`src/hdl/rfxr_regs.vh`:
```
// Register offsets, field positions, codes and reset values of the reinterpret stage.
`ifndef RFXR_REGS_VH
`define RFXR_REGS_VH

`define RFXR_ADDR_W 12

`define RFXR_OFF_CTRL 12'h000
`define RFXR_OFF_OUT_TYPE 12'h004
`define RFXR_OFF_OUT_POINT 12'h008
`define RFXR_OFF_STATUS 12'h00C
`define RFXR_OFF_INFO 12'h010
`define RFXR_OFF_DATA 12'h014
`define RFXR_OFF_ERR 12'h018

`define RFXR_CTRL_FORCE_TYPE 0
`define RFXR_CTRL_FORCE_POINT 1

`define RFXR_TYPE_UNSIGNED 2'h0
`define RFXR_TYPE_SIGNED 2'h1
`define RFXR_TYPE_FLOAT 2'h2

`define RFXR_ST_TYPE_LSB 0
`define RFXR_ST_POINT_BAD 2
`define RFXR_ST_TYPE_BAD 3
`define RFXR_ST_POINT_LSB 8

`define RFXR_INFO_WIDTH_LSB 0
`define RFXR_INFO_PW_LSB 16

`define RFXR_ERR_POINT 0
`define RFXR_ERR_TYPE 1

`define RFXR_CTRL_RST 2'h0
`define RFXR_TYPE_RST 2'h0
`define RFXR_ERR_RST 2'h0

`endif

```
`src/hdl/rfxr_fmt_sel.v`:
```
// Arithmetic-type label selection for the reinterpret stage.
`timescale 1ns/1ps
`default_nettype none
`include "rfxr_regs.vh"

module rfxr_fmt_sel (
  input wire force_type,
  input wire [1:0] sel_type,
  input wire [1:0] in_type,
  output reg [1:0] out_type,
  output wire out_signed,
  output wire out_float,
  output wire type_bad
);

  // The label follows the selection only while forcing is on.
  always @* begin
    if (force_type) begin
      out_type = sel_type;
    end else begin
      out_type = in_type;
    end
  end

  assign out_signed = (out_type == `RFXR_TYPE_SIGNED);
  assign out_float = (out_type == `RFXR_TYPE_FLOAT);
  // Code 3 names no type; it is reported only when forced from sel_type, and the label is passed on as written.
  assign type_bad = force_type && (sel_type != `RFXR_TYPE_UNSIGNED) &&
                    (sel_type != `RFXR_TYPE_SIGNED) && (sel_type != `RFXR_TYPE_FLOAT);

endmodule

`default_nettype wire

```
`src/hdl/rfxr_point_sel.v`:
```
// Binary-point label selection and legality check for the reinterpret stage.
`timescale 1ns/1ps
`default_nettype none

module rfxr_point_sel #(
  parameter DATA_W = 16,
  parameter POINT_W = 5
) (
  input wire force_point,
  input wire [POINT_W-1:0] sel_point,
  input wire [POINT_W-1:0] in_point,
  output wire [POINT_W-1:0] out_point,
  output wire point_bad
);

  // POINT_W must be wide enough to hold DATA_W itself, or the limit wraps.
  localparam [POINT_W-1:0] MAX_POINT = DATA_W[POINT_W-1:0];

  // Moving the point only rescales the value; the bits are not touched.
  assign out_point = force_point ? sel_point : in_point;
  // Legal positions run from zero to the word width inclusive.
  assign point_bad = force_point && (sel_point > MAX_POINT);

endmodule

`default_nettype wire

```
`src/hdl/rfxr_top.v`:
```
// Type reinterpret stage: bit-exact data pass with APB-programmed format labels.
`timescale 1ns/1ps
`default_nettype none
`include "rfxr_regs.vh"

module rfxr_top #(
  parameter DATA_W = 16,
  parameter POINT_W = 5
) (
  input wire SYS_CLK,
  input wire SRST,
  input wire PSEL,
  input wire PENABLE,
  input wire PWRITE,
  input wire [`RFXR_ADDR_W-1:0] PADDR,
  input wire [31:0] PWDATA,
  input wire [3:0] PSTRB,
  output reg [31:0] PRDATA,
  output wire PREADY,
  output wire PSLVERR,
  input wire [DATA_W-1:0] DATA_IN,
  input wire [1:0] IN_TYPE,
  input wire [POINT_W-1:0] IN_POINT,
  output wire [DATA_W-1:0] DATA_OUT,
  output wire [1:0] OUT_TYPE,
  output wire OUT_SIGNED,
  output wire OUT_FLOAT,
  output wire [POINT_W-1:0] OUT_POINT,
  output wire POINT_BAD,
  output wire TYPE_BAD
);

  // Both widths are small figures; the part-selects cut them to their fields on purpose.
  localparam [15:0] WIDTH_CODE = DATA_W[15:0];
  localparam [7:0] PW_CODE = POINT_W[7:0];

  // Configuration written by software.
  reg [1:0] ctrl_r;
  reg [1:0] ctrl_nxt;
  reg [1:0] type_sel_r;
  reg [1:0] type_sel_nxt;
  reg [POINT_W-1:0] point_sel_r;
  reg [POINT_W-1:0] point_sel_nxt;
  // Sticky record of illegal settings seen while they were in force.
  reg [1:0] err_r;
  reg [1:0] err_nxt;

  wire acc_phase;
  wire wr_en;
  wire rd_en;
  wire addr_hit;
  wire [31:0] data_view;

  // ---------------------------------------------------------------
  // Data path.
  // ---------------------------------------------------------------

  // The word is never registered or rebuilt: the labels alone change, so a
  // signed pattern such as 111000 read as -2.0 leaves as 56 when relabelled.
  assign DATA_OUT = DATA_IN;

  rfxr_fmt_sel u_fmt_sel (
    .force_type(ctrl_r[`RFXR_CTRL_FORCE_TYPE]),
    .sel_type(type_sel_r),
    .in_type(IN_TYPE),
    .out_type(OUT_TYPE),
    .out_signed(OUT_SIGNED),
    .out_float(OUT_FLOAT),
    .type_bad(TYPE_BAD)
  );

  rfxr_point_sel #(
    .DATA_W(DATA_W),
    .POINT_W(POINT_W)
  ) u_point_sel (
    .force_point(ctrl_r[`RFXR_CTRL_FORCE_POINT]),
    .sel_point(point_sel_r),
    .in_point(IN_POINT),
    .out_point(OUT_POINT),
    .point_bad(POINT_BAD)
  );

  // ---------------------------------------------------------------
  // Read view of the live word, fitted to the 32-bit bus.
  // ---------------------------------------------------------------

  generate
    if (DATA_W >= 32) begin : g_view_wide
      // Wider words show only their low 32 bits to software.
      assign data_view = DATA_OUT[31:0];
    end else begin : g_view_narrow
      assign data_view = {{(32-DATA_W){1'b0}}, DATA_OUT};
    end
  endgenerate

  // ---------------------------------------------------------------
  // APB slave.
  // ---------------------------------------------------------------

  // The slave never stretches a transfer: every access completes in the
  // first access-phase cycle.
  assign PREADY = 1'b1;
  assign acc_phase = PSEL && PENABLE;
  assign wr_en = acc_phase && PWRITE;
  assign rd_en = PSEL && !PWRITE;

  assign addr_hit = (PADDR == `RFXR_OFF_CTRL) ||
                    (PADDR == `RFXR_OFF_OUT_TYPE) ||
                    (PADDR == `RFXR_OFF_OUT_POINT) ||
                    (PADDR == `RFXR_OFF_STATUS) ||
                    (PADDR == `RFXR_OFF_INFO) ||
                    (PADDR == `RFXR_OFF_DATA) ||
                    (PADDR == `RFXR_OFF_ERR);

  // An unmapped address answers with an error; the access has no effect.
  assign PSLVERR = acc_phase && !addr_hit;

  // Next values of the writable registers. Only byte lane 0 carries fields.
  always @* begin
    ctrl_nxt = ctrl_r;
    type_sel_nxt = type_sel_r;
    point_sel_nxt = point_sel_r;
    if (wr_en && PSTRB[0]) begin
      case (PADDR)
        `RFXR_OFF_CTRL: begin
          ctrl_nxt = PWDATA[1:0];
        end
        `RFXR_OFF_OUT_TYPE: begin
          type_sel_nxt = PWDATA[1:0];
        end
        `RFXR_OFF_OUT_POINT: begin
          // The value is stored as written; an illegal one is flagged, not clipped.
          point_sel_nxt = PWDATA[POINT_W-1:0];
        end
        default: begin
          ctrl_nxt = ctrl_r;
        end
      endcase
    end
  end

  // Error flags clear by writing one; an illegal setting present in the
  // same cycle keeps its flag set, so the event is never lost.
  always @* begin
    err_nxt = err_r;
    if (wr_en && PSTRB[0] && (PADDR == `RFXR_OFF_ERR)) begin
      err_nxt = err_r & ~PWDATA[1:0];
    end
    if (POINT_BAD) begin
      err_nxt[`RFXR_ERR_POINT] = 1'b1;
    end
    if (TYPE_BAD) begin
      err_nxt[`RFXR_ERR_TYPE] = 1'b1;
    end
  end

  // Only configuration and the error flags are clocked; the data path stays combinational.
  always @(posedge SYS_CLK) begin
    if (SRST) begin
      ctrl_r <= `RFXR_CTRL_RST;
      type_sel_r <= `RFXR_TYPE_RST;
      point_sel_r <= {POINT_W{1'b0}};
      err_r <= `RFXR_ERR_RST;
    end else begin
      ctrl_r <= ctrl_nxt;
      type_sel_r <= type_sel_nxt;
      point_sel_r <= point_sel_nxt;
      err_r <= err_nxt;
    end
  end

  // Read mux. Bits not named by a field read as zero.
  always @* begin
    PRDATA = 32'h0000_0000;
    if (rd_en) begin
      case (PADDR)
        `RFXR_OFF_CTRL: begin
          PRDATA[1:0] = ctrl_r;
        end
        `RFXR_OFF_OUT_TYPE: begin
          PRDATA[1:0] = type_sel_r;
        end
        `RFXR_OFF_OUT_POINT: begin
          PRDATA[POINT_W-1:0] = point_sel_r;
        end
        `RFXR_OFF_STATUS: begin
          PRDATA[`RFXR_ST_TYPE_LSB +: 2] = OUT_TYPE;
          PRDATA[`RFXR_ST_POINT_BAD] = POINT_BAD;
          PRDATA[`RFXR_ST_TYPE_BAD] = TYPE_BAD;
          PRDATA[`RFXR_ST_POINT_LSB +: POINT_W] = OUT_POINT;
        end
        `RFXR_OFF_INFO: begin
          // Output width equals input width, so one figure describes both.
          PRDATA[`RFXR_INFO_WIDTH_LSB +: 16] = WIDTH_CODE;
          PRDATA[`RFXR_INFO_PW_LSB +: 8] = PW_CODE;
        end
        `RFXR_OFF_DATA: begin
          PRDATA = data_view;
        end
        `RFXR_OFF_ERR: begin
          PRDATA[1:0] = err_r;
        end
        default: begin
          PRDATA = 32'h0000_0000;
        end
      endcase
    end
  end

endmodule

`default_nettype wire

```
`config.mk`:
```
export PLATFORM = sky130hd
export DESIGN_NAME = rfxr_top
export DESIGN_NICKNAME = d
export VERILOG_FILES = /design/src/hdl/rfxr_fmt_sel.v /design/src/hdl/rfxr_point_sel.v /design/src/hdl/rfxr_top.v
export VERILOG_INCLUDE_DIRS = /design/src /design/src/hdl
export SDC_FILE = /design/constraint.sdc
export NUM_CORES = 1
export LEC_CHECK = 0
export ABC_AREA = 1
export BUFFER_PORTS_ARGS = -buffer_cell sky130_fd_sc_hd__buf_2
export CAP_MARGIN = 20
export CORE_MARGIN = 1
export CORE_UTILIZATION = 38
export DETAILED_ROUTE_END_ITERATION = 8
export GPL_TIMING_DRIVEN = 0
export PLACE_DENSITY = 0.9
export SKIP_LAST_GASP = 1
export SLEW_MARGIN = 10
export SYNTH_ARGS = -nofsm -noshare
export SYNTH_HDL_FRONTEND = slang
export SYNTH_SLANG_ARGS = --single-unit
```
`constraint.sdc`:
```
create_clock -name SYS_CLK -period 1.6 [get_ports SYS_CLK]
set_clock_uncertainty 0.05 [all_clocks]
set_input_delay 0.08 -clock SYS_CLK [delete_from_list [all_inputs] [get_ports SYS_CLK]]
set_output_delay 0.08 -clock SYS_CLK [all_outputs]
set_load 0.05 [all_outputs]
```
# ---- Word level (Yosys, flattened, before mapping)
# Cells that the tools add are included.
dict set report totals {
  out_inout_bits 61
  wordCells 55
  register_bits 11
}
dict set report classes {
  n_eq_ne 10
  n_bitwise 2
  muxes 12
  reduce_logical 25
  order_cmp 1
}
# cell n
set op_table {}
lappend op_table {{12-bit by 5-bit equality test with 1-bit output, second input constant} 3}
lappend op_table {{12-bit by 4-bit equality test with 1-bit output, second input constant} 2}
lappend op_table {{19-bit 2-to-1 mux} 1}
lappend op_table {{12-bit by 3-bit equality test with 1-bit output, second input constant} 1}
lappend op_table {{12-bit logical NOT} 1}
lappend op_table {{2-bit one-hot mux with 6 select lines} 1}
lappend op_table {{6-bit one-hot mux with 2 select lines} 1}
lappend op_table {{1-bit logical AND} 10}
lappend op_table {{5-bit one-hot mux with 2 select lines} 1}
lappend op_table {{1-bit logical OR} 6}
lappend op_table {{2-bit one-hot mux with 3 select lines} 1}
lappend op_table {{2-bit AND reduction} 3}
lappend op_table {{2-bit nonzero test} 3}
lappend op_table {{5-bit greater-than comparator, second input constant} 1}
lappend op_table {{5-bit 2-to-1 mux} 1}
lappend op_table {{2-bit 2-to-1 mux} 2}
lappend op_table {{3-bit 2-to-1 mux} 1}
lappend op_table {{1-bit one-hot mux with 3 select lines} 1}
lappend op_table {{2-bit bitwise AND} 1}
lappend op_table {{2-bit by 1-bit equality test with 1-bit output, second input constant} 1}
lappend op_table {{2-bit equality test, second input constant} 1}
lappend op_table {{1-bit logical NOT} 2}
lappend op_table {{1-bit 2-to-1 mux} 2}
lappend op_table {{2-bit by 1-bit inequality test with 1-bit output, second input constant} 1}
lappend op_table {{other kinds (2)} 2}

# ---- Longest topological paths before layout
# Gate-level depths: netlist of the first run.
dict set report logic_depth {
  depth_word 9
  mapped_depth 10
}

# ---- Modules after synthesis
# Synthesis of the first run repeated with hierarchy kept, for this count alone.
dict set report unflattened {
  cells_unflattened 220
  hier_area_um2 1317.5
}
# module instances area_each_um2 cells_each seq_area_each_um2
set modules_own_cells {}
lappend modules_own_cells {rfxr_top 1 1157.4 187 220.2}
lappend modules_own_cells {rfxr_point_sel 1 97.6 19 0.0}
lappend modules_own_cells {rfxr_fmt_sel 1 62.6 14 0.0}

# ---- Worst setup path after synthesis of the first run
# Ideal clock, no wire load.
dict set report synth_timing {
  path_kind {register to output}
  startpoint {register ctrl_r[1]}
  endpoint {output PRDATA[10]}
  required_ns 1.470
  arrival_time_ns 2.642
  setup_slack_ns -1.172
  n_path_buf 0
  path_stages_with_launch 5
  path_cell_list {dfxtp_1 > inv_1 > o21ai_0 > nand3_1 > a21oi_1}
}
dict set report synth_between {
  elab_chain_len 3
}
# item line
set synth_lines {}
lappend synth_lines {{start: declaration} rfxr_top.v:38} ;# reg [1:0] ctrl_r;
lappend synth_lines {{start signal: assignment} rfxr_top.v:160} ;# ctrl_r <= `RFXR_CTRL_RST;
lappend synth_lines {{start signal: assignment} rfxr_top.v:165} ;# ctrl_r <= ctrl_nxt;
lappend synth_lines {{5-bit 2-to-1 mux} rfxr_point_sel.v:20} ;# assign out_point = force_point ? sel_point : in_point;
lappend synth_lines {{via OUT_POINT[2]} rfxr_top.v:28} ;# output wire [POINT_W-1:0] OUT_POINT,
lappend synth_lines {{5-bit one-hot mux with 2 select lines} rfxr_top.v:176} ;# case (PADDR)
lappend synth_lines {{19-bit 2-to-1 mux} rfxr_top.v:175} ;# if (rd_en) begin
lappend synth_lines {{end: declaration} rfxr_top.v:18} ;# output reg [31:0] PRDATA,
# The timed path passes the listed nets, and every way through them passes these cells.

# ---- Worst setup path after layout of the first run
dict set report layout_timing {
  startpoint {register ctrl_r[1]}
  endpoint {output PRDATA[11]}
}
dict set report layout_between {
  elab_chain_len 3
}
# item line
set layout_lines {}
lappend layout_lines {{5-bit 2-to-1 mux} rfxr_point_sel.v:20}
lappend layout_lines {{5-bit one-hot mux with 2 select lines} rfxr_top.v:176}
lappend layout_lines {{19-bit 2-to-1 mux} rfxr_top.v:175}
# No other way between the ends.

==> results.sh, run 1 <==
export IMPL_antenna_found_initial=0
export IMPL_critPathCaptureType="primary output"
export IMPL_critical_path_class="reg2out"
export IMPL_finalNetCount=424
export IMPL_ant_nets=0
export IMPL_design_core_area_sq_mm=0.003103
export IMPL_tritoncts="built"
export IMPL_antenna_cells=0
export IMPL_worstPathArrival_ns=1.48
export IMPL_grt_overflow_total=0
export IMPL_areaGrowthSynthToFinish_pct=76.20
export IMPL_seq_cells_post_synth=11
export IMPL_num_rows=20
export IMPL_netlist_top_cells_count="sky130_fd_sc_hd__nand2_1, sky130_fd_sc_hd__nor2_1, sky130_fd_sc_hd__buf_4, sky130_fd_sc_hd__inv_1, sky130_fd_sc_hd__nand3_1"
export IMPL_floorplan_die_width_um=59.87
export IMPL_synth_cell_types=20
export IMPL_synth_flop_cell="sky130_fd_sc_hd__dfxtp_1"
export IMPL_worstPathRequired_ns=1.47
export IMPL_netlist_top_cells_area="sky130_fd_sc_hd__buf_4, sky130_fd_sc_hd__dfxtp_1, sky130_fd_sc_hd__nand2_1"
export IMPL_p_sw_mw=0.3996
export IMPL_ctsLongestPathBuffers=2
export IMPL_vias=1825
export IMPL_power_per_cell_area_mw_per_mm2=405.9
export IMPL_post_dp_hpwl_mm=3.124
export IMPL_power_switching_share_pct=43.90
export IMPL_failed_checks="negative setup slack"
export IMPL_clkLatencyLatePin_ns=0.27
export IMPL_layout_drive_gt1_share_pct=53.89
export IMPL_drt_first_pass_iters=4
export IMPL_wirelength_mm=4.459
export IMPL_maxCapViolations=0
export IMPL_drcViolationCount=0
export IMPL_seq_power_share_pct=29.9
export IMPL_yosys_cell_count_top_type="sky130_fd_sc_hd__nand2_1"
export IMPL_synthDominantAreaCellType="sky130_fd_sc_hd__buf_4"
export IMPL_grt_util_all_layers_pct=20.90
export IMPL_synth_yosys_seq_area_share_pct=17.31
export IMPL_summed_instance_area_of_the_synthesized_netlist_sq_mm=0.001272
export IMPL_initialDrtViolationCount=91
export IMPL_p_int_mw=0.5106
export IMPL_initial_core_util_pct=41.01
export IMPL_hold_fails_final_rpt=0
export IMPL_power_ir_vdd_worst_uv=358.4
export IMPL_asyncSetResetFlopFracSynth_pct=0
export IMPL_die_area_sq_mm=0.003584
export IMPL_routabilityCongestion=0.8762
export IMPL_clock_sink_count=11
export IMPL_place_ws_ns=-0.3019
export IMPL_synth_top_cell_area_share_pct=19.47
export IMPL_hp_class="in2reg"
export IMPL_global_route_wire_length_before_repair_mm=5.816
export IMPL_period_minus_slack_ns=1.612
export IMPL_peak_clock_frequency_supported_by_timing_ghz=0.6204
export IMPL_cts_max_level=1
export IMPL_layout_worst_path_cycle_share_pct=100.7
export IMPL_via_count_of_the_first_global_routing_pass=1408
export IMPL_syn_mean_instance_area_sq_um=5.681
export IMPL_clk_transition_reported_paths_ns=0.06
export IMPL_timing_hold_ws_ns=0.03041
export IMPL_numCtsBuffers=3
export IMPL_post_route_worst_setup_slack_ns=-0.01196
export IMPL_cts_root_buffer_cell="sky130_fd_sc_hd__clkbuf_4"
export IMPL_post_drt_wl_per_cell_um=11.40
export IMPL_power_combinational_fraction_pct=49.3
export IMPL_die_height_um=59.87
export IMPL_avgViaCountPerCell=4.668
export IMPL_io_pins=137
export IMPL_setup_violations_final=1
export IMPL_postSynthCellCount=224
export IMPL_number_of_buffers_inserted_by_port_buffering=91
export IMPL_p_clk_share_pct=20.8
export IMPL_power_static_leakage_nw=1.192
export IMPL_status="finished with violations"
export IMPL_path_max_fanout=8
export IMPL_finalMaxSlewViolations=0
export IMPL_startpoint_type_of_the_worst_setup_path="flop"
export IMPL_grt_setup_unrepaired="yes"
export IMPL_grt_start_max_net_pins=11
export IMPL_synth_edff_count=0
export IMPL_yosys_warnings=0
## layer usage
| layer | global-route usage [%] | wire, um |
|---|---|---|
| met4 | 4.651 | 59 |
| met3 | 3.247 | 349 |
| met5 | 0 | 0 |
| met2 | 37.78 | 2291 |
| met1 | 25.79 | 1758 |
## state kept, by name, summed over array words and instances, names as in the netlist
register / flops
err_r: 2
ctrl_r: 2
type_sel_r: 2
point_sel_r: 5
## per-stage QoR
stage	power [mW]	std cells	utilization [%]	area [sq um]	setup TNS, ns
final	0.9101	391	72.26	2242	-0.01196
after global routing	0.9529	391	72.26	2242	-0.1947
after CTS	0.8991	381	67.42	2092	0
after detailed placement	0.7015	372	63.02	1956	-1.886
after global placement	0.6972	372	63.02	1956	-1.280
after floorplan	0.5990	237	-	1445	-0.2772
## path summary, 6_finish.rpt
check,slack (ns),cells past startpoint,startpoint,end
worst max register to register,0.59,3,ctrl_r[1],ctrl_r[1]
worst min register to register,0.44,2,err_r[0],err_r[0]
worst min-delay path,0.03,3,PWDATA[1],point_sel_r[1]
worst max-delay path,-0.01,5,ctrl_r[1],PRDATA[11]
## cells by family after synthesis
kind of cell | share of synthesized area (%)
AND/OR/NAND/NOR | 39.73
flip-flops | 17.31
AO/OA/AOI/OAI | 13.47
buffers and inverters | 28.91
other | 0.5902
## critical path, cell delays in order, from the launching register on
cell and delay, ns:
sky130_fd_sc_hd__dfxtp_4 0.38, sky130_fd_sc_hd__clkinvlp_4 0.19, sky130_fd_sc_hd__o21ai_2 0.23, sky130_fd_sc_hd__nand3_2 0.10, sky130_fd_sc_hd__a21oi_2 0.14, sky130_fd_sc_hd__buf_6 0.17
## layout by cell type, fill, tap and decap left out, types with 7 or more instances in the layout
cell type / instances
sky130_fd_sc_hd__o21ai_0: 11
sky130_fd_sc_hd__buf_2: 82
sky130_fd_sc_hd__inv_1: 23
sky130_fd_sc_hd__nand2_1: 41
sky130_fd_sc_hd__a21oi_1: 7
sky130_fd_sc_hd__nor2_1: 30
sky130_fd_sc_hd__nand3_1: 21
sky130_fd_sc_hd__a21oi_4: 7
sky130_fd_sc_hd__conb_1: 15
sky130_fd_sc_hd__buf_6: 11
sky130_fd_sc_hd__buf_4: 43
sky130_fd_sc_hd__nand2_2: 8
## cell type report
cell class,instances,area (sq um)
plain buffers,34,262.8
clock buffers,4,26.28
fillers,229,860.8
inverters,29,116.4
multi-input cells,163,917.1
flip-flops and latches,11,230.2
well taps,44,55.05
repair buffers,106,634.4
## timing repair
| action | 4_1_cts | 5_1_grt |
|---|---|---|
| buffers inserted | 1 | 10 |
| setup endpoints to repair | 18 | 11 |
| hold buffers | 4 | 0 |
| gates resized for setup | 22 | 26 |
| endpoints found under the hold margin | 5 | 0 |
| pin swaps | 2 | 6 |
## power groups by stage
| stage | combinational (mW) | sequential [mW] | clock (mW) |
|---|---|---|---|
| 3_3_place_gp | 0.417 | 0.280 | 0 |
| 3_5_place_dp | 0.422 | 0.280 | 0 |
| 5_1_grt | 0.473 | 0.272 | 0.209 |
| 4_1_cts | 0.432 | 0.272 | 0.196 |
| 6_report | 0.449 | 0.272 | 0.189 |
| 2_1_floorplan | 0.319 | 0.280 | 0 |
No activity file was read; power rests on OpenSTA's default activity.
==> run 2, diff against run 1 <==
- ABC_AREA: 1 -> unset
- CORE_UTILIZATION: 38 -> 33
- PLACE_DENSITY: 0.9 -> 0.8
- SKIP_CTS_REPAIR_TIMING: unset -> 1
==> results.sh, run 2 <==
export IMPL_status="complete, no violations"
export IMPL_post_route_util_pct=57.59
export IMPL_yosys_cell_count_top_type="sky130_fd_sc_hd__buf_4"
export IMPL_clk_transition_reported_paths_ns=0.05
export IMPL_routabilityCongestion=0.8268
export IMPL_drt_first_pass_iters=4
export IMPL_grt_util_all_layers_pct=16.67
export IMPL_antenna_cells=0
export IMPL_grt_setup_unrepaired="yes"
export IMPL_cp_cell_sequence="buf_6 -> mux2_2 -> a22oi_2 -> nor2_2 -> buf_6"
export IMPL_initialDrtViolationCount=36
export IMPL_worstPathRequired_ns=1.47
export IMPL_period_minus_slack_ns=1.563
export IMPL_largest_reg_flops=5
export IMPL_areaGrowthSynthToFinish_pct=67.16
export IMPL_power_static_leakage_nw=1.023
export IMPL_cpMaxStageDelayCell="sky130_fd_sc_hd__mux2_2"
export IMPL_avgViaCountPerCell=4.482
export IMPL_io_pins=137
export IMPL_post_drt_wl_per_cell_um=11.41
export IMPL_synth_yosys_seq_area_share_pct=17.46
export IMPL_global_route_wire_length_before_repair_mm=5.451
export IMPL_final_setup_tns_ns=0
export IMPL_drcViolationCount=0
export IMPL_antenna_found_initial=0
export IMPL_netlist_top_cells_count="sky130_fd_sc_hd__buf_4, sky130_fd_sc_hd__nand2b_1, sky130_fd_sc_hd__nor2_1, sky130_fd_sc_hd__dfxtp_1"
export IMPL_place_ws_ns=-0.4587
export IMPL_maxCapViolations=0
export IMPL_crit_reg2reg_launch="point_sel_r[3]"
export IMPL_most_common_cell_after_layout_fill_and_taps_aside="sky130_fd_sc_hd__buf_2"
export IMPL_finalNetCount=357
export IMPL_via_count_of_the_first_global_routing_pass=1226
export IMPL_timing_hold_ws_ns=0.04610
export IMPL_post_route_worst_setup_slack_ns=0.03733
export IMPL_max_slew_worst_pin_slew_ns=0.5388
export IMPL_initial_core_util_pct=34.45
export IMPL_yosys_warnings=0
export IMPL_worst_path_dominant_cell_family="multiplexers"
export IMPL_tritoncts="built"
export IMPL_netlist_top_cells_area="sky130_fd_sc_hd__buf_4, sky130_fd_sc_hd__dfxtp_1, sky130_fd_sc_hd__mux2i_1"
export IMPL_asyncSetResetFlopFracSynth_pct=0
export IMPL_layout_worst_path_cycle_share_pct=97.67
export IMPL_post_dp_hpwl_mm=2.849
export IMPL_die_area_sq_mm=0.004073
export IMPL_critPathLaunch="ctrl_r[1]"
export IMPL_cpMostUsedCell="sky130_fd_sc_hd__buf_6"
export IMPL_peak_clock_frequency_supported_by_timing_ghz=0.6399
export IMPL_hp_class="in2reg"
export IMPL_synth_edff_count=0
export IMPL_floorplan_die_width_um=63.82
export IMPL_synth_cell_types=32
export IMPL_synthDominantAreaCellType="sky130_fd_sc_hd__buf_4"
export IMPL_synth_flop_cell="sky130_fd_sc_hd__dfxtp_1"
export IMPL_hold_fails_final_rpt=0
export IMPL_finalMaxSlewViolations=0
export IMPL_num_rows=22
export IMPL_most_common_layout_cells="sky130_fd_sc_hd__buf_2, sky130_fd_sc_hd__buf_4, sky130_fd_sc_hd__conb_1"
export IMPL_critPathCaptureType="primary output"
export IMPL_cts_root_buffer_cell="sky130_fd_sc_hd__clkbuf_8"
export IMPL_postSynthCellCount=167
export IMPL_setup_violations_final=0
export IMPL_grt_overflow_total=0
export IMPL_design_core_area_sq_mm=0.003661
export IMPL_clock_sink_count=11
export IMPL_power_ir_vdd_worst_uv=345.1
export IMPL_clkLatencyLatePin_ns=0.24
export IMPL_maxSlewHeadroom_pct=63.89
export IMPL_seq_cells_post_synth=11
export IMPL_critPathMaxStageDelay_ns=0.36
export IMPL_layout_drive_gt1_share_pct=61.43
export IMPL_ctsLongestPathBuffers=2
export IMPL_numCtsBuffers=3
export IMPL_summed_instance_area_of_the_synthesized_netlist_sq_mm=0.001261
export IMPL_grt_start_max_net_pins=11
export IMPL_path_max_fanout=8
export IMPL_number_of_buffers_inserted_by_port_buffering=91
export IMPL_cp_buffers_inverters=2
export IMPL_vias=1470
export IMPL_synth_top_cell_area_share_pct=19.05
export IMPL_critical_path_class="reg2out"
export IMPL_syn_mean_instance_area_sq_um=7.552
export IMPL_worstPathArrival_ns=1.43
export IMPL_largest_register="point_sel_r"
export IMPL_min_delay_start="PWDATA[4]"
export IMPL_fillCellCount=341
export IMPL_ant_nets=0
export IMPL_cts_max_level=1
export IMPL_power_per_cell_area_mw_per_mm2=482.8
export IMPL_wirelength_mm=3.742
export IMPL_die_height_um=63.82
export IMPL_startpoint_type_of_the_worst_setup_path="flop"
run 2: path summary, 6_finish.rpt:
check                   end  slack, ns  depth (start not counted)
max               PRDATA[9]       0.04                          5
min          point_sel_r[4]       0.05                          3
max reg2reg        err_r[0]       0.52                          4
min reg2reg        err_r[1]       0.43                          2
run 2: logic make-up after synthesis:
family                 Yosys count  share of synthesized area, %
buffers and inverters           44                         22.62
flip-flops                      11                         17.46
other                            2                        0.5955
AO/OA/AOI/OAI                   28                         14.48
AND/OR/NAND/NOR                 67                         32.34
multiplexers                    15                         12.50
run 2: metrics by stage:
step                      power, mW  cell area [sq um]  cells
final                         1.018               2108    328
after CTS                     1.005               1918    323
after detailed placement     0.7274               1873    319
after global placement       0.7243               1873    319
after floorplan              0.6180               1358    180
after global routing          1.062               2108    328
run 2: worst register-to-register path, cell delays in order (launching register included):
cell                      delay, ns
sky130_fd_sc_hd__dfxtp_1       0.37
sky130_fd_sc_hd__nor4_4        0.35
sky130_fd_sc_hd__nor2_4        0.08
sky130_fd_sc_hd__inv_1         0.06
sky130_fd_sc_hd__a21oi_1       0.05
run 2: per-layer routing:
metal | GRT usage (%) | up-vias | share of wire (%)
li1 | - | 756 | -
met1 | 20.77 | 649 | 41
met4 | 4.545 | 0 | 0.88
met5 | 0 | - | 0
met3 | 2.143 | 4 | 7.1
met2 | 29.65 | 61 | 51
run 2: area by class of cell:
cell class,count,area (sq um),area share [%]
flip-flops and latches,11,226.5,10.74
repair buffers,96,549.3,26.05
well taps,48,60.06,2.849
clock buffers,4,45.04,2.137
multi-input cells,125,929.6,44.10
inverters,5,18.77,0.8902
plain buffers,39,279.0,13.23
run 2: where the power goes:
part           internal, mW  total, mW  switching (mW)
Clock                 0.175      0.279           0.104
Combinational         0.156      0.467           0.310
Sequential            0.273      0.273      0.00000566
Total                 0.604       1.02           0.414
==> run 3, diff against run 2 <==
- CORE_UTILIZATION: 33 -> 38
- PLACE_DENSITY: 0.8 -> 0.9
- SYNTH_HIERARCHICAL: unset -> 1
==> results.sh, run 3 <==
export IMPL_power_static_leakage_nw=1.101
export IMPL_design_core_area_sq_mm=0.003128
export IMPL_critPathMaxStageDelay_ns=0.51
export IMPL_multi_input_area_sq_um=939.7
export IMPL_path_max_fanout=5
export IMPL_grt_overflow_total=0
export IMPL_synthDominantAreaCellType="sky130_fd_sc_hd__buf_4"
export IMPL_summed_instance_area_of_the_synthesized_netlist_sq_mm=0.001286
export IMPL_routabilityCongestion=0.8371
export IMPL_synth_flop_cell="sky130_fd_sc_hd__dfxtp_1"
export IMPL_die_area_sq_mm=0.003622
export IMPL_critPathCaptureType="primary output"
export IMPL_hold_fails_final_rpt=0
export IMPL_worstPathRequired_ns=1.47
export IMPL_p_sw_mw=0.3974
export IMPL_tritoncts="built"
export IMPL_largest_reg_flops=5
export IMPL_antenna_cells=0
export IMPL_startpoint_type_of_the_worst_setup_path="flop"
export IMPL_die_height_um=60.18
export IMPL_grt_util_all_layers_pct=18.08
export IMPL_asyncSetResetFlopFracSynth_pct=0
export IMPL_critical_path_class="reg2out"
export IMPL_cpMaxStageDelayCell="sky130_fd_sc_hd__mux4_2"
export IMPL_cts_max_level=1
export IMPL_synth_top_cell_area_share_pct=19.26
export IMPL_netlist_top_cells_count="sky130_fd_sc_hd__buf_4, sky130_fd_sc_hd__nand2b_1, sky130_fd_sc_hd__dfxtp_1, sky130_fd_sc_hd__nor2_1, sky130_fd_sc_hd__nand2_1"
export IMPL_finalInstanceArea_sq_mm=0.002203
export IMPL_grt_start_max_net_pins=11
export IMPL_finalMaxSlewViolations=0
export IMPL_area_sequential_sq_um=230.2
export IMPL_p_clk_share_pct=19.7
export IMPL_status="finished with violations"
export IMPL_wirelength_mm=4.347
export IMPL_post_dp_hpwl_mm=3.019
export IMPL_worstPathArrival_ns=1.82
export IMPL_post_drt_wl_per_cell_um=13.46
export IMPL_hp_class="in2reg"
export IMPL_ctsLongestPathBuffers=2
export IMPL_finalNetCount=356
export IMPL_via_count_of_the_first_global_routing_pass=1191
export IMPL_final_setup_tns_ns=-0.9059
export IMPL_maxCapViolations=0
export IMPL_p_int_mw=0.5208
export IMPL_detailed_place_area_sq_mm=0.001911
export IMPL_seq_cells_post_synth=11
export IMPL_synth_yosys_seq_area_share_pct=17.12
export IMPL_cp_cell_sequence="mux2_4 -> mux4_2 -> mux2i_4 -> nor2_4 -> buf_6"
export IMPL_period_minus_slack_ns=1.947
export IMPL_clock_sink_count=11
export IMPL_fillCellCount=254
export IMPL_layout_drive_gt1_share_pct=63.08
export IMPL_floorplan_die_width_um=60.18
export IMPL_global_route_wire_length_before_repair_mm=5.057
export IMPL_num_rows=20
export IMPL_largest_register="point_sel_r"
export IMPL_power_combinational_fraction_pct=50.8
export IMPL_antenna_found_initial=0
export IMPL_grt_setup_unrepaired="yes"
export IMPL_netlist_top_cells_area="sky130_fd_sc_hd__buf_4, sky130_fd_sc_hd__dfxtp_1, sky130_fd_sc_hd__mux2i_1"
export IMPL_place_ws_ns=-0.3219
export IMPL_io_pins=137
export IMPL_yosys_warnings=6
export IMPL_avgViaCountPerCell=4.755
export IMPL_power_switching_share_pct=43.28
export IMPL_numCtsBuffers=3
export IMPL_drcViolationCount=0
export IMPL_layout_worst_path_cycle_share_pct=121.7
export IMPL_yosys_cell_count_top_type="sky130_fd_sc_hd__buf_4"
export IMPL_syn_mean_instance_area_sq_um=8.141
export IMPL_failed_checks="negative setup slack"
export IMPL_power_ir_vdd_worst_uv=362.6
export IMPL_ant_nets=0
export IMPL_vias=1536
export IMPL_synth_cell_types=36
export IMPL_setup_violations_final=8
export IMPL_most_common_layout_cells="sky130_fd_sc_hd__buf_2, sky130_fd_sc_hd__buf_4, sky130_fd_sc_hd__conb_1"
export IMPL_peak_clock_frequency_supported_by_timing_ghz=0.5137
export IMPL_areaGrowthSynthToFinish_pct=71.30
export IMPL_most_common_cell_after_layout_fill_and_taps_aside="sky130_fd_sc_hd__buf_2"
export IMPL_post_route_worst_setup_slack_ns=-0.3466
export IMPL_clk_transition_reported_paths_ns=0.07
export IMPL_initial_core_util_pct=41.12
export IMPL_clkLatencyLatePin_ns=0.25
export IMPL_initialDrtViolationCount=124
export IMPL_seq_power_share_pct=29.4
export IMPL_cts_root_buffer_cell="sky130_fd_sc_hd__clkbuf_4"
export IMPL_postSynthCellCount=158
export IMPL_drt_first_pass_iters=4
export IMPL_synth_edff_count=0
export IMPL_power_per_cell_area_mw_per_mm2=416.8
export IMPL_number_of_buffers_inserted_by_port_buffering=91
run 3: through the flow:
step / total power, mW / hold WS, ns / utilization [%] / std cells
after floorplan: 0.6143 / 0.1739 / - / 171
after global placement: 0.7230 / 0.2923 / 61.08 / 306
after detailed placement: 0.7279 / 0.2972 / 61.08 / 306
after CTS: 0.9072 / 0.02277 / 61.92 / 310
after global routing: 0.9645 / 0.01713 / 70.44 / 323
final: 0.9183 / 0.01534 / 70.44 / 323
run 3: final timing paths:
kind,startpoint,endpoint,slack (ns),depth (start not counted)
min reg2reg,err_r[1],err_r[1],0.46,2
min,PWDATA[2],point_sel_r[2],0.02,3
max,ctrl_r[0],PRDATA[1],-0.35,5
max reg2reg,point_sel_r[3],err_r[0],0.05,5
run 3: power by group through the flow:
stage	clock network, mW	registers (mW)	logic [mW]
floorplan	0	0.278	0.336
finish	0.181	0.270	0.467
CTS	0.185	0.272	0.451
global route	0.206	0.270	0.489
global placement	0	0.278	0.445
detailed placement	0	0.278	0.450
run 3: kinds of logic after synthesis:
group           count (synthesis)  share of synthesized area (%)
simple gates                   63                          32.49
mux                            16                          14.11
buf+inv                        41                          22.08
flops                          11                          17.12
other cells                     2                         0.5839
compound gates                 25                          13.62
run 3: per-layer routing:
metal / track usage [%] / routed length (um) / up-vias
li1: - / - / 766
met1: 22.54 / 1688 / 695
met2: 33.59 / 2311 / 67
met3: 2.165 / 268 / 8
met4: 1.993 / 78 / 0
met5: 0 / 0 / -
run 3: cell type report:
| type | instances | area share (%) |
|---|---|---|
| multi-input combinational | 119 | 42.65 |
| timing repair buffer | 104 | 30.10 |
| clock buffer | 4 | 1.193 |
| inverter | 3 | 0.5111 |
| buffer | 38 | 12.61 |
| tap | 44 | 2.499 |
| sequential | 11 | 10.45 |
run 3: worst max-delay path: cells and delay by family (launching register included):
family	cells	cell delay [ns]
multiplexers	3	1.00
flip-flops	1	0.37
buffers and inverters	1	0.15
AND/OR/NAND/NOR	1	0.05
